## config.mk

```make
export PLATFORM = sky130hd
export DESIGN_NAME = t2w_timer2_wave
export DESIGN_NICKNAME = d
export VERILOG_FILES = /design/src/include/t2w_pkg.sv /design/src/logic/t2w_timer2_wave.sv
export SDC_FILE = /design/constraint.sdc
export NUM_CORES = 1
export LEC_CHECK = 0
export BUFFER_PORTS_ARGS = -buffer_cell sky130_fd_sc_hd__buf_2
export CAP_MARGIN = 10
export CORE_MARGIN = 5
export CORE_UTILIZATION = 51
export DETAILED_ROUTE_END_ITERATION = 8
export PLACE_DENSITY = 0.72
export SYNTH_ARGS = -nofsm -noshare
export SYNTH_HDL_FRONTEND = slang
export SYNTH_SLANG_ARGS = --single-unit
```

## constraint.sdc

```tcl
create_clock -name clk -period 2.7 [get_ports clk]
set_clock_uncertainty 0.1 [all_clocks]
set_input_delay 0.405 -clock clk [delete_from_list [all_inputs] [get_ports clk]]
set_output_delay 0.405 -clock clk [all_outputs]
set_load 0.005 [all_outputs]
```

## src/include/t2w_pkg.sv

```systemverilog
`default_nettype none
package t2w_pkg;

  // ==========================================================
  // register bus
  localparam int ADDR_W = 8;
  localparam int DATA_W = 8;

  // ==========================================================
  // register byte addresses
  localparam logic [7:0] ADDR_CTRL_A = 8'hB0;
  localparam logic [7:0] ADDR_CTRL_B = 8'hB1;
  localparam logic [7:0] ADDR_COUNT = 8'hB2;
  localparam logic [7:0] ADDR_CMP_A = 8'hB3;
  localparam logic [7:0] ADDR_CMP_B = 8'hB4;
  localparam logic [7:0] ADDR_INT_STAT = 8'hB5;
  localparam logic [7:0] ADDR_INT_MASK = 8'hB6;
  localparam logic [7:0] ADDR_PORT_DIR = 8'hB7;
  localparam logic [7:0] ADDR_PORT_DATA = 8'hB8;

  // ==========================================================
  // field positions
  localparam int COM_A_HI = 7;
  localparam int COM_A_LO = 6;
  localparam int COM_B_HI = 5;
  localparam int COM_B_LO = 4;
  localparam int WGM_HI = 1;
  localparam int WGM_LO = 0;
  localparam int CTRL_B_WGM_TOP = 3;
  localparam int CTRL_B_RUN = 0;
  localparam int INT_OVF = 0;
  localparam int INT_MATCH_A = 1;
  localparam int INT_MATCH_B = 2;
  localparam int PIN_A = 0;
  localparam int PIN_B = 1;

  // ==========================================================
  // reset values and read masks
  localparam logic [7:0] CTRL_A_RESET = 8'h00;
  localparam logic [7:0] CTRL_B_RESET = 8'h00;
  localparam logic [7:0] BYTE_RESET = 8'h00;
  localparam logic [2:0] INT_RESET = 3'h0;
  localparam logic [1:0] PIN_RESET = 2'h0;
  localparam logic [7:0] CTRL_A_RD_MASK = 8'hF3;
  localparam logic [7:0] CTRL_B_RD_MASK = 8'h09;

  // ==========================================================
  // counter limits
  localparam logic [7:0] CNT_MAX = 8'hFF;
  localparam logic [7:0] CNT_BOTTOM = 8'h00;
  localparam logic [7:0] CNT_STEP = 8'h01;

  // ==========================================================
  // waveform mode codes and output mode codes
  localparam logic [2:0] WGM_NORMAL = 3'h0;
  localparam logic [2:0] WGM_PHASE_FF = 3'h1;
  localparam logic [2:0] WGM_CTC = 3'h2;
  localparam logic [2:0] WGM_FAST_FF = 3'h3;
  localparam logic [2:0] WGM_PHASE_CMP = 3'h5;
  localparam logic [2:0] WGM_FAST_CMP = 3'h7;
  localparam logic [1:0] COM_OFF = 2'h0;
  localparam logic [1:0] COM_TOGGLE = 2'h1;
  localparam logic [1:0] COM_CLEAR = 2'h2;
  localparam logic [1:0] COM_SET = 2'h3;

  typedef enum logic [3:0] {
    T2W_NORMAL = 4'h1,
    T2W_CTC = 4'h2,
    T2W_FAST = 4'h4,
    T2W_PHASE = 4'h8
  } t2w_mode_type;

  typedef struct packed {
    logic level;
    logic drive_en;
  } t2w_pin_type;

endpackage
`default_nettype wire

```

## src/logic/t2w_timer2_wave.sv

```systemverilog
// Overview of operation
// - nonzero output mode field hands the pin from port logic to compare output, except PWM A code 01 with top mode bit 0
// - pin driver enabled only while the direction bit for that pin is set
// - non-PWM channel A: off, toggle, clear, set on compare match
// - non-PWM channel B uses the same four codes as channel A
// - fast PWM A: 10 clear on match set at bottom, 11 inverse
// - PWM A code 01: off when top mode bit 0, toggle when it is 1
// - fast PWM, compare equals TOP with upper bit: skip match, act at bottom
// - phase PWM A: 10 clear on up match, set on down match; 11 inverse
// - phase PWM, compare equals TOP with upper bit: skip match, act at TOP
// - fast PWM B: 10 non-inverting, 11 inverting, 01 reserved
// - phase PWM B: 10 clear up, set down; 11 inverse; 01 reserved
// - the two unused control bits always read as zero
// - three-bit waveform mode joins the top bit and the two low bits
// - mode 0 top 0xFF, mode 2 top compare A; immediate update, flag at MAX
// - phase modes update at TOP flag at BOTTOM; fast update at BOTTOM
//
// Strobed register access was chosen for this implementation.
`timescale 1ns/1ps
`default_nettype none
module t2w_timer2_wave
  import t2w_pkg::*;
(
  // clock and reset
  input wire logic clk,
  input wire logic rst,
  // register port
  input wire logic [ADDR_W-1:0] addr,
  input wire logic [DATA_W-1:0] wr_data,
  input wire logic wr_en,
  input wire logic rd_en,
  output logic [DATA_W-1:0] rd_data,
  // compare output pins
  output t2w_pin_type chan_a_compare_output,
  output t2w_pin_type chan_b_compare_output,
  // interrupt
  output logic irq
);

  // ==========================================================
  // registers
  logic [7:0] ctrl_a_q;
  logic [7:0] ctrl_b_q;
  logic [7:0] count_q, count_d;
  logic count_up_q, count_up_d;
  logic [7:0] cmp_a_buf_q, cmp_b_buf_q;
  logic [7:0] cmp_a_q, cmp_a_d, cmp_b_q, cmp_b_d;
  logic block_q;
  logic [2:0] int_stat_q, int_stat_d;
  logic [2:0] int_mask_q;
  logic [1:0] port_dir_q, port_data_q;
  logic wave_a_q, wave_a_d, wave_b_q, wave_b_d;
  logic [7:0] rd_data_q, rd_data_d;
  t2w_pin_type pin_a_q, pin_a_d, pin_b_q, pin_b_d;
  logic irq_q;

  // ==========================================================
  // address decode
  wire sel_ctrl_a = (addr == ADDR_CTRL_A);
  wire sel_ctrl_b = (addr == ADDR_CTRL_B);
  wire sel_count = (addr == ADDR_COUNT);
  wire sel_cmp_a = (addr == ADDR_CMP_A);
  wire sel_cmp_b = (addr == ADDR_CMP_B);
  wire sel_stat = (addr == ADDR_INT_STAT);
  wire sel_mask = (addr == ADDR_INT_MASK);
  wire sel_dir = (addr == ADDR_PORT_DIR);
  wire sel_data = (addr == ADDR_PORT_DATA);

  wire wr_ctrl_a = wr_en && sel_ctrl_a;
  wire wr_ctrl_b = wr_en && sel_ctrl_b;
  wire wr_count = wr_en && sel_count;
  wire wr_cmp_a = wr_en && sel_cmp_a;
  wire wr_cmp_b = wr_en && sel_cmp_b;
  wire wr_stat = wr_en && sel_stat;
  wire wr_mask = wr_en && sel_mask;
  wire wr_dir = wr_en && sel_dir;
  wire wr_data_reg = wr_en && sel_data;

  // ==========================================================
  // field extraction
  wire [1:0] com_a = ctrl_a_q[COM_A_HI:COM_A_LO];
  wire [1:0] com_b = ctrl_a_q[COM_B_HI:COM_B_LO];
  wire wgm_top_bit = ctrl_b_q[CTRL_B_WGM_TOP];
  wire [2:0] wgm = {wgm_top_bit, ctrl_a_q[WGM_HI:WGM_LO]};
  wire tick = ctrl_b_q[CTRL_B_RUN];

  // ==========================================================
  // mode decode
  t2w_mode_type mode_cls;
  logic top_is_cmp;
  always_comb begin
    mode_cls = T2W_NORMAL;
    top_is_cmp = 1'b0;
    case (wgm)
      WGM_NORMAL: mode_cls = T2W_NORMAL;
      WGM_CTC: begin
        mode_cls = T2W_CTC;
        top_is_cmp = 1'b1;
      end
      WGM_PHASE_FF: mode_cls = T2W_PHASE;
      WGM_PHASE_CMP: begin
        mode_cls = T2W_PHASE;
        top_is_cmp = 1'b1;
      end
      WGM_FAST_FF: mode_cls = T2W_FAST;
      WGM_FAST_CMP: begin
        mode_cls = T2W_FAST;
        top_is_cmp = 1'b1;
      end
      // reserved codes fall back to a plain free-running count
      default: mode_cls = T2W_NORMAL;
    endcase
  end

  wire is_pwm = (mode_cls == T2W_FAST) || (mode_cls == T2W_PHASE);
  wire [7:0] top_val = top_is_cmp ? cmp_a_q : CNT_MAX;
  wire at_top = (count_q == top_val);
  wire at_bottom = (count_q == CNT_BOTTOM);
  wire at_max = (count_q == CNT_MAX);

  // ==========================================================
  // count sequence
  wire up_wrap = (mode_cls != T2W_PHASE) && at_top;
  wire phase_turn_top = (mode_cls == T2W_PHASE) && count_up_q && at_top;
  wire phase_turn_bot = (mode_cls == T2W_PHASE) && !count_up_q && at_bottom;

  always_comb begin
    count_d = count_q;
    count_up_d = count_up_q;
    if (wr_count) begin
      count_d = wr_data;
    end else if (tick) begin
      if (mode_cls == T2W_PHASE) begin
        if (phase_turn_top) begin
          count_up_d = 1'b0;
          count_d = count_q - CNT_STEP;
        end else if (phase_turn_bot) begin
          count_up_d = 1'b1;
          count_d = count_q + CNT_STEP;
        end else if (count_up_q) begin
          count_d = count_q + CNT_STEP;
        end else begin
          count_d = count_q - CNT_STEP;
        end
      end else begin
        count_up_d = 1'b1;
        count_d = up_wrap ? CNT_BOTTOM : count_q + CNT_STEP;
      end
    end
  end

  // ==========================================================
  // compare value double buffer
  // PWM modes latch the buffer only at the sequence turn, so a new
  // duty cycle never produces a glitch mid-period
  wire fast_bottom = (mode_cls == T2W_FAST) && up_wrap;
  logic cmp_update;
  always_comb begin
    cmp_update = 1'b1;
    if (mode_cls == T2W_FAST) begin
      cmp_update = tick && fast_bottom;
    end else if (mode_cls == T2W_PHASE) begin
      cmp_update = tick && phase_turn_top;
    end
  end
  assign cmp_a_d = cmp_update ? cmp_a_buf_q : cmp_a_q;
  assign cmp_b_d = cmp_update ? cmp_b_buf_q : cmp_b_q;

  // ==========================================================
  // events
  // a counter write suppresses the match on the next tick
  wire match_a = tick && !block_q && (count_q == cmp_a_q);
  wire match_b = tick && !block_q && (count_q == cmp_b_q);
  logic ovf;
  always_comb begin
    ovf = 1'b0;
    case (mode_cls)
      T2W_NORMAL: ovf = tick && at_max;
      T2W_CTC: ovf = tick && at_max;
      T2W_FAST: ovf = tick && (top_is_cmp ? at_top : at_max);
      T2W_PHASE: ovf = tick && phase_turn_bot;
      default: ovf = 1'b0;
    endcase
  end

  // ==========================================================
  // waveform next state
  function automatic logic wave_next(
    input t2w_mode_type cls,
    input logic [1:0] com,
    input logic chan_is_a,
    input logic top_bit,
    input logic cur,
    input logic match,
    input logic bottom_ev,
    input logic top_ev,
    input logic up,
    input logic cmp_is_top
  );
    logic nxt;
    logic skip;
    nxt = cur;
    skip = cmp_is_top && com[1];
    case (cls)
      T2W_FAST: begin
        if (com == COM_TOGGLE) begin
          // the toggle code only exists on channel A with top bit set
          if (chan_is_a && top_bit && match) begin
            nxt = !cur;
          end
        end else if (com[1]) begin
          if (bottom_ev) begin
            nxt = (com == COM_CLEAR);
          end else if (match && !skip) begin
            nxt = (com == COM_SET);
          end
        end
      end
      T2W_PHASE: begin
        if (com == COM_TOGGLE) begin
          if (chan_is_a && top_bit && match) begin
            nxt = !cur;
          end
        end else if (com[1]) begin
          if (skip) begin
            if (top_ev) begin
              nxt = (com == COM_CLEAR);
            end
          end else if (match) begin
            // up-count match gives the code's primary action
            nxt = up ? (com == COM_SET) : (com == COM_CLEAR);
          end
        end
      end
      default: begin
        if (match) begin
          case (com)
            COM_TOGGLE: nxt = !cur;
            COM_CLEAR: nxt = 1'b0;
            COM_SET: nxt = 1'b1;
            default: nxt = cur;
          endcase
        end
      end
    endcase
    return nxt;
  endfunction

  wire bottom_ev = tick && fast_bottom;
  wire top_ev = tick && phase_turn_top;
  wire cmp_a_top = is_pwm && (cmp_a_q == top_val);
  wire cmp_b_top = is_pwm && (cmp_b_q == top_val);

  assign wave_a_d = wave_next(mode_cls, com_a, 1'b1, wgm_top_bit, wave_a_q,
    match_a, bottom_ev, top_ev, count_up_q, cmp_a_top);
  assign wave_b_d = wave_next(mode_cls, com_b, 1'b0, wgm_top_bit, wave_b_q,
    match_b, bottom_ev, top_ev, count_up_q, cmp_b_top);

  // ==========================================================
  // pin override
  // channel A code 01 in PWM with top bit clear stays disconnected
  wire a_pwm_off = is_pwm && (com_a == COM_TOGGLE) && !wgm_top_bit;
  wire own_a = (com_a != COM_OFF) && !a_pwm_off;
  wire own_b = (com_b != COM_OFF);
  assign pin_a_d.level = own_a ? wave_a_d : port_data_q[PIN_A];
  assign pin_b_d.level = own_b ? wave_b_d : port_data_q[PIN_B];
  assign pin_a_d.drive_en = port_dir_q[PIN_A];
  assign pin_b_d.drive_en = port_dir_q[PIN_B];

  // ==========================================================
  // interrupt status, set beats a same-cycle clear
  wire [2:0] int_set = {match_b, match_a, ovf};
  wire [2:0] int_clr = wr_stat ? wr_data[2:0] : 3'h0;
  assign int_stat_d = (int_stat_q & ~int_clr) | int_set;

  // ==========================================================
  // read mux
  always_comb begin
    rd_data_d = BYTE_RESET;
    if (!rd_en) begin
      rd_data_d = BYTE_RESET;
    end else if (sel_ctrl_a) begin
      rd_data_d = ctrl_a_q & CTRL_A_RD_MASK;
    end else if (sel_ctrl_b) begin
      rd_data_d = ctrl_b_q & CTRL_B_RD_MASK;
    end else if (sel_count) begin
      rd_data_d = count_q;
    end else if (sel_cmp_a) begin
      rd_data_d = cmp_a_buf_q;
    end else if (sel_cmp_b) begin
      rd_data_d = cmp_b_buf_q;
    end else if (sel_stat) begin
      rd_data_d = {5'h00, int_stat_q};
    end else if (sel_mask) begin
      rd_data_d = {5'h00, int_mask_q};
    end else if (sel_dir) begin
      rd_data_d = {6'h00, port_dir_q};
    end else if (sel_data) begin
      rd_data_d = {6'h00, port_data_q};
    end
  end

  // ==========================================================
  // software registers
  always_ff @(posedge clk or posedge rst) begin
    if (rst) begin
      ctrl_a_q <= CTRL_A_RESET;
      ctrl_b_q <= CTRL_B_RESET;
      int_mask_q <= INT_RESET;
      port_dir_q <= PIN_RESET;
      port_data_q <= PIN_RESET;
      cmp_a_buf_q <= BYTE_RESET;
      cmp_b_buf_q <= BYTE_RESET;
    end else begin
      if (wr_ctrl_a) ctrl_a_q <= wr_data & CTRL_A_RD_MASK;
      if (wr_ctrl_b) ctrl_b_q <= wr_data & CTRL_B_RD_MASK;
      if (wr_mask) int_mask_q <= wr_data[2:0];
      if (wr_dir) port_dir_q <= wr_data[1:0];
      if (wr_data_reg) port_data_q <= wr_data[1:0];
      if (wr_cmp_a) cmp_a_buf_q <= wr_data;
      if (wr_cmp_b) cmp_b_buf_q <= wr_data;
    end
  end

  // ==========================================================
  // counter and compare state
  always_ff @(posedge clk or posedge rst) begin
    if (rst) begin
      count_q <= BYTE_RESET;
      count_up_q <= 1'b1;
      cmp_a_q <= BYTE_RESET;
      cmp_b_q <= BYTE_RESET;
      block_q <= 1'b0;
    end else begin
      count_q <= count_d;
      count_up_q <= count_up_d;
      cmp_a_q <= cmp_a_d;
      cmp_b_q <= cmp_b_d;
      block_q <= wr_count ? 1'b1 : (tick ? 1'b0 : block_q);
    end
  end

  // ==========================================================
  // waveform, pins, flags, read data
  always_ff @(posedge clk or posedge rst) begin
    if (rst) begin
      wave_a_q <= 1'b0;
      wave_b_q <= 1'b0;
      pin_a_q <= '0;
      pin_b_q <= '0;
      int_stat_q <= INT_RESET;
      irq_q <= 1'b0;
      rd_data_q <= BYTE_RESET;
    end else begin
      wave_a_q <= wave_a_d;
      wave_b_q <= wave_b_d;
      pin_a_q <= pin_a_d;
      pin_b_q <= pin_b_d;
      int_stat_q <= int_stat_d;
      irq_q <= |(int_stat_d & int_mask_q);
      rd_data_q <= rd_data_d;
    end
  end

  assign rd_data = rd_data_q;
  assign chan_a_compare_output = pin_a_q;
  assign chan_b_compare_output = pin_b_q;
  assign irq = irq_q;

endmodule
`default_nettype wire

```

# Word level (Yosys, flattened, before mapping)
# Cells that the tools add are included.
dict set report word_totals {
  ff_bits 75
  input_bits 20
}
dict set report op_classes {
  n_bitwise 5
  n_reduce_logical 52
  n_addsub 2
  mux 59
  n_eq_ne 32
}
# cell count
set op_table {}
lappend op_table {{$mux W8} 14}
lappend op_table {{$eq A8 B8 Y1 const B} 10}
lappend op_table {{$eq A8 B8 Y1} 5}
lappend op_table {{$mux W1} 34}
lappend op_table {{$logic_and A1 B1 Y1} 33}
lappend op_table {{$pmux W4 S3} 1}
lappend op_table {{$mux W3} 3}
lappend op_table {{$pmux W1 S3} 3}
lappend op_table {{$add A8 B1 Y8 const B} 1}
lappend op_table {{$eq A2 B2 Y1 const B} 4}
lappend op_table {{$logic_not A1 Y1} 8}
lappend op_table {{$logic_not A8 Y1} 1}
lappend op_table {{$sub A8 B1 Y8 const B} 1}
lappend op_table {{$and A3 B3 Y3} 2}
lappend op_table {{$eq A3 B2 Y1 const B} 2}
lappend op_table {{$eq A3 B3 Y1 const B} 2}
lappend op_table {{$reduce_bool A2 Y1} 3}
lappend op_table {{$reduce_or A2 Y1} 3}
lappend op_table {{$reduce_or A3 Y1} 2}
lappend op_table {{$eq A2 B1 Y1 const B} 2}
lappend op_table {{$eq A4 B1 Y1 const B} 1}
lappend op_table {{$eq A4 B2 Y1 const B} 1}
lappend op_table {{$eq A4 B3 Y1 const B} 1}
lappend op_table {{$eq A4 B4 Y1 const B} 1}
lappend op_table {{other kinds (10)} 12}

# Logic depth before layout (Yosys ltp)
dict set report logic_depth {
  ltp_word 15
  mapped_depth 10
  mapped_depth_nobuf 9
}

# Worst setup path after synthesis
# No wires, ideal clock.
dict set report synth_timing {
  path_type {reg-to-reg}
  startpoint {register ctrl_b_q[3]}
  endpoint {register count_q[4]}
  stages_incl_launch_ff 10
  setup_slack_ps -28
  n_path_buf 1
  required_time_ps 2474
  arrival_time_ps 2502
  setup_time_ps 126
  path_cell_list {dfrtp_1 -> buf_2 -> or3b_4 -> a21oi_2 -> o2bb2ai_1 -> nor4_4 -> o21ai_2 -> mux2_4 -> a21o_1 -> a221o_1}
}
dict set report synth_between {
  elab_chain_cells 11
  elab_cells_between_ends 25
}
# item line_no
set synth_lines {}
lappend synth_lines {{start, declared} t2w_timer2_wave.sv:43} ;# logic [7:0] ctrl_b_q;
lappend synth_lines {{start signal, assigned} t2w_timer2_wave.sv:316} ;# if (wr_ctrl_b) ctrl_b_q <= wr_data & CTRL_B_RD_MASK;
lappend synth_lines {{$eq A3 B3 Y1 (tied with other cells)} t2w_timer2_wave.sv:94} ;# case (wgm)
lappend synth_lines {{$reduce_or A2 Y1 (no line)} -}
lappend synth_lines {{$pmux W4 S3} t2w_timer2_wave.sv:94}
lappend synth_lines {{$eq A4 B4 Y1} {t2w_timer2_wave.sv:124, t2w_timer2_wave.sv:125, t2w_timer2_wave.sv:133}}
lappend synth_lines {{$logic_and A1 B1 Y1 (2 in a row)} t2w_timer2_wave.sv:125} ;# wire phase_turn_bot = (mode_cls == T2W_PHASE) && !count_up_q && at_bottom;
lappend synth_lines {{$mux W8} t2w_timer2_wave.sv:137} ;# end else if (phase_turn_bot) begin
lappend synth_lines {{$mux W8} t2w_timer2_wave.sv:134} ;# if (phase_turn_top) begin
lappend synth_lines {{$mux W8 (*)} t2w_timer2_wave.sv:133} ;# if (mode_cls == T2W_PHASE) begin
lappend synth_lines {{$mux W8 (*)} t2w_timer2_wave.sv:132} ;# end else if (tick) begin
lappend synth_lines {{$mux W8 (*)} t2w_timer2_wave.sv:130} ;# if (wr_count) begin
lappend synth_lines {{end signal, assigned} t2w_timer2_wave.sv:335} ;# count_q <= count_d;
lappend synth_lines {{end, declared} t2w_timer2_wave.sv:44} ;# logic [7:0] count_q, count_d;
# Mark *: on every way between the ends. The rest lies on a longest branch, timed or not. The select of a mux whose other input is x is not followed.
# A chain may end at the register's enable or synchronous reset.

# Worst setup path after layout
dict set report layout_timing {
  startpoint {register cmp_a_q[4]}
  endpoint {register wave_a_q}
}
dict set report layout_between {
  elab_chain_cells 11
  elab_cells_between_ends 27
}
# item line_no
set layout_lines {}
lappend layout_lines {{start, declared} t2w_timer2_wave.sv:47} ;# logic [7:0] cmp_a_q, cmp_a_d, cmp_b_q, cmp_b_d;
lappend layout_lines {{start signal, assigned} t2w_timer2_wave.sv:337} ;# cmp_a_q <= cmp_a_d;
lappend layout_lines {{$mux W8} t2w_timer2_wave.sv:116} ;# wire [7:0] top_val = top_is_cmp ? cmp_a_q : CNT_MAX;
lappend layout_lines {{$eq A8 B8 Y1} t2w_timer2_wave.sv:251} ;# wire cmp_a_top = is_pwm && (cmp_a_q == top_val);
lappend layout_lines {{$logic_and A1 B1 Y1} t2w_timer2_wave.sv:251}
lappend layout_lines {{$logic_and A1 B1 Y1} t2w_timer2_wave.sv:203} ;# skip = cmp_is_top && com[1];
lappend layout_lines {{$logic_not A1 Y1} t2w_timer2_wave.sv:214} ;# end else if (match && !skip) begin
lappend layout_lines {{$logic_and A1 B1 Y1} t2w_timer2_wave.sv:214}
lappend layout_lines {{$mux W1} t2w_timer2_wave.sv:214}
lappend layout_lines {{$mux W1} t2w_timer2_wave.sv:212} ;# if (bottom_ev) begin
lappend layout_lines {{$mux W1} t2w_timer2_wave.sv:211} ;# end else if (com[1]) begin
lappend layout_lines {{$mux W1} t2w_timer2_wave.sv:206} ;# if (com == COM_TOGGLE) begin
lappend layout_lines {{$pmux W1 S2 (*)} t2w_timer2_wave.sv:204} ;# case (cls)
lappend layout_lines {{via wave_a_d} t2w_timer2_wave.sv:52} ;# logic wave_a_q, wave_a_d, wave_b_q, wave_b_d;
lappend layout_lines {{end signal, assigned} t2w_timer2_wave.sv:355} ;# wave_a_q <= wave_a_d;
lappend layout_lines {{end, declared} t2w_timer2_wave.sv:52}
# Mark *: on every way through the listed nets, which the timed path passes. The rest lies on a longest branch.

==> metrics <==
Core Region=~8700 sq um; Max Fclk=between 300 and 400 MHz; first-pass GRT wire length=between 20000 and 25000 um; VDD IR max=around 310 uV; average size of a mapped cell=9.32 sq um; Max-cap violations=0; Slew @ Worst Pin=around 0.60 ns; Slew Limit Fails=0; initial drt markers=310; I/O Buffers=32; antenna violations before repair=0; Worst-Skew Late Latency=roughly 0.36 ns; CTS sink cnt=75; status=finished, violations left; most frequent cells in the layout=dfrtp_1, buf_4, nand2_1; Bufs and invs on worst path=3; P_leak=roughly 0.0025 uW; largest net degree at the start of global routing=45; number of CTS-inserted buffers=9; gr ovfl total=0; worst slack at placement=-0.0751 ns; die area=10800 sq um; Seq/Total Area, Yosys=0.415; routed wire length=approximately 14000 um; antenna cells=0; synth unique cells=67; power per cell area=542 nW/um^2; gp weighted congestion=0.962; H-tree Lvls=3; Tcrit/Tclk final=1.03; XOR/XNOR Fraction of Synth Area=0.0349; Routed Antenna Nets=0; setup slack, reg-to-reg=-0.08 ns; critical path's slowest cell=a222oi_1; synthesized area=4520 sq um; dpl cells=~640; GRT Total Usage=0.249; crit start category=flip-flop; Slowest Stage Delay on Critical Path=roughly 0.53 ns; Fillers=between 700 and 800; Critical Path Most Common Cell=buf_4; Met2 Wirelength=about 6600 um; WP data required=between 2 and 3 ns; EDFF count, synth=0; Synth Area in Compound Gates=0.189; root buf cell=clkbuf_8; IO Pins=33; routed vias/inst=about 6.4; dpl hpwl=just over 10000 um; post-synthesis simple-gate area fraction=0.191; Top Layer Used=met4; hold crit path type=input port to flip-flop; crit-path max FO=4; Most used DFF post-synth=dfrtp_1; max_slew headroom=0.601; met3 wire len=between 1000 and 1500 um; Cells after Synth=a little under 500; post-route setup slack=-0.0772 ns; #FFs+latches synth=between 70 and 80; share of post-route cells with drive strength above 1=0.330; failing checks=negative setup slack; die height=104 um; most common cell after layout, fill and taps aside=dfrtp_1; RSZ-0062 raised after global routing=true; hold violation total from the final report=0; CTS tree=done; Syn Nets=approximately 510; nets=about 580; final cell count without fillers=between 600 and 700; mux cell area share after synthesis=0.116; area grow syn2layout=21.1%; row count=34; CP Capture Type=flip-flop; Worst Setup Path Type=flip-flop to flip-flop; main combinational cell family by area after synthesis=simple AND/OR/NAND/NOR gates; worst path cell trace=inv_2, a222oi_1, a32oi_2, buf_4, nand4b_1, buf_4, or3_1, o211ai_1, a31oi_2, or2_1; DR pass1 iterations=5; Initial Util=0.521; Worst-path clk slew=roughly 0.080 ns; Die X=approximately 100 um; Routed wire per std cell=~21 um; Final Setup Violations=13; Tmin final=around 2.8 ns; delay-heaviest family, CP=compound AO/OA/AOI/OAI gates; Synth Area in Adders=0.00553; arrival time worst endpoint=between 2 and 3 ns; Syn. warnings=0; ys async rst share=1.00; number of global-route vias before repair=about 4100; DRC Markers=0; Metal-1 WL=roughly 5600 um; DR vias=~4300; clock tree buffer depth=2
-- stage by stage --
| step | power (uW) | area [sq um] | util | hold slack [ns] | setup TNS [ns] |
|---|---|---|---|---|---|
| finish | 2970 | 5480 | 0.631 | 0.237 | -0.391 |
| global route | 3100 | 5480 | 0.631 | 0.246 | -2.90 |
| CTS | 2920 | 5290 | 0.609 | 0.226 | -0.0151 |
| detailed placement | 2070 | 5020 | 0.579 | 0.271 | -0.283 |
| global placement | 2060 | 5020 | 0.579 | 0.259 | 0 |
| floorplan | 1790 | 4530 | - | 0.254 | 0 |
-- state kept, by name (all words and copies together), names as in the netlist, 2 cells and up --
signal,flops
port_dir_q,2
chan_a_compare_output,2
ctrl_b_q,2
cmp_a_buf_q,8
count_q,8
int_mask_q,3
rd_data,8
cmp_b_q,8
cmp_b_buf_q,8
cmp_a_q,8
chan_b_compare_output,2
int_stat_q,3
port_data_q,2
ctrl_a_q,6
-- path summary, 6_finish.rpt --
| kind | start | to | cells past startpoint |
|---|---|---|---|
| worst min register to register | port_dir_q[0] | chan_a_compare_output[0] | 0 |
| worst min-delay path | rd_en | rd_data[3] | 3 |
| worst max-delay path | cmp_a_q[4] | wave_a_q | 10 |
| worst max register to register | cmp_a_q[4] | wave_a_q | 10 |
| min in group asynchronous | rst | count_q[6] | 3 |
| max in group asynchronous | rst | cmp_a_buf_q[4] | 4 |
-- Yosys cell counts, drive strengths merged, types with 2 or more instances --
cell type	count	area [sq um]
a211oi	6	45.0
a21o	9	67.6
a21oi	29	153
a221o	4	40.0
a221oi	2	17.5
a222oi	2	20.0
a22oi	3	22.5
a31oi	2	12.5
a32o	2	21.3
a32oi	4	35.0
and2	5	31.3
and3	6	37.5
buf	9	46.3
clkbuf	22	82.6
dfrtp	74	1850
ha	2	25.0
inv	23	86.3
mux2	41	465
mux2i	6	60.1
nand2	44	165
nand2b	17	106
nand3	11	55.1
nand4	6	37.5
nand4b	4	35.0
nor2	21	78.8
nor2b	9	56.3
nor3	18	90.1
nor4	5	46.3
o211ai	6	45.0
o21a	2	15.0
o21ai	32	164
o22ai	6	37.5
o31ai	4	30.0
or3	8	50.1
or3b	2	20.0
xnor2	13	114
xor2	5	43.8
-- worst reg2reg max path: stages (launching register included) --
cell and delay (ns):
dfrtp_1 0.44, inv_2 0.05, a222oi_1 0.53, a32oi_2 0.23, buf_4 0.19, nand4b_1 0.17, buf_4 0.18, or3_1 0.31
o211ai_1 0.11, a31oi_2 0.12, or2_1 0.24
-- final cells by class --
| class | count | area (sq um) | area share |
|---|---|---|---|
| well taps | 108 | 135 | 0.0247 |
| repair buffers | 91 | 617 | 0.113 |
| flip-flops and latches | 75 | 1880 | 0.343 |
| clock buffers | 9 | 124 | 0.0226 |
| multi-input cells | 356 | 2570 | 0.469 |
| clock inverters | 7 | 65.1 | 0.0119 |
| inverters | 23 | 87.6 | 0.0160 |
-- where the power goes --
| part | internal [uW] | switching, uW | total [uW] |
|---|---|---|---|
| clock | 358 | 478 | 835 |
| sequential | 1200 | 143 | 1350 |
| combinational | 371 | 416 | 787 |
-- routing by layer --
layer	track usage	vias to the layer above
met5	0	-
met4	0.0740	0
met3	0.0503	35
met2	0.392	231
met1	0.348	2081
li1	-	1908
-- repair_timing --
action / in CTS / in global routing
hold buffers: 1 / 0
endpoints found under the hold margin: 4 / 0
setup endpoints to repair: 9 / 23
pin swaps: 8 / 15
buffers inserted: 4 / 10
resized for setup: 8 / 24
gates cloned: 0 / 2
-- logic make-up (layout without fill, tap and decap cells) --
family,after synthesis,after routing
adder cells (fa/ha/maj),2,2
XOR/XNOR,18,18
flip-flops,75,75
multiplexers,47,47
AND/OR/NAND/NOR,162,162
buffers and inverters,54,130
AO/OA/AOI/OAI,127,127
No activity file was read; power rests on OpenSTA's default activity.
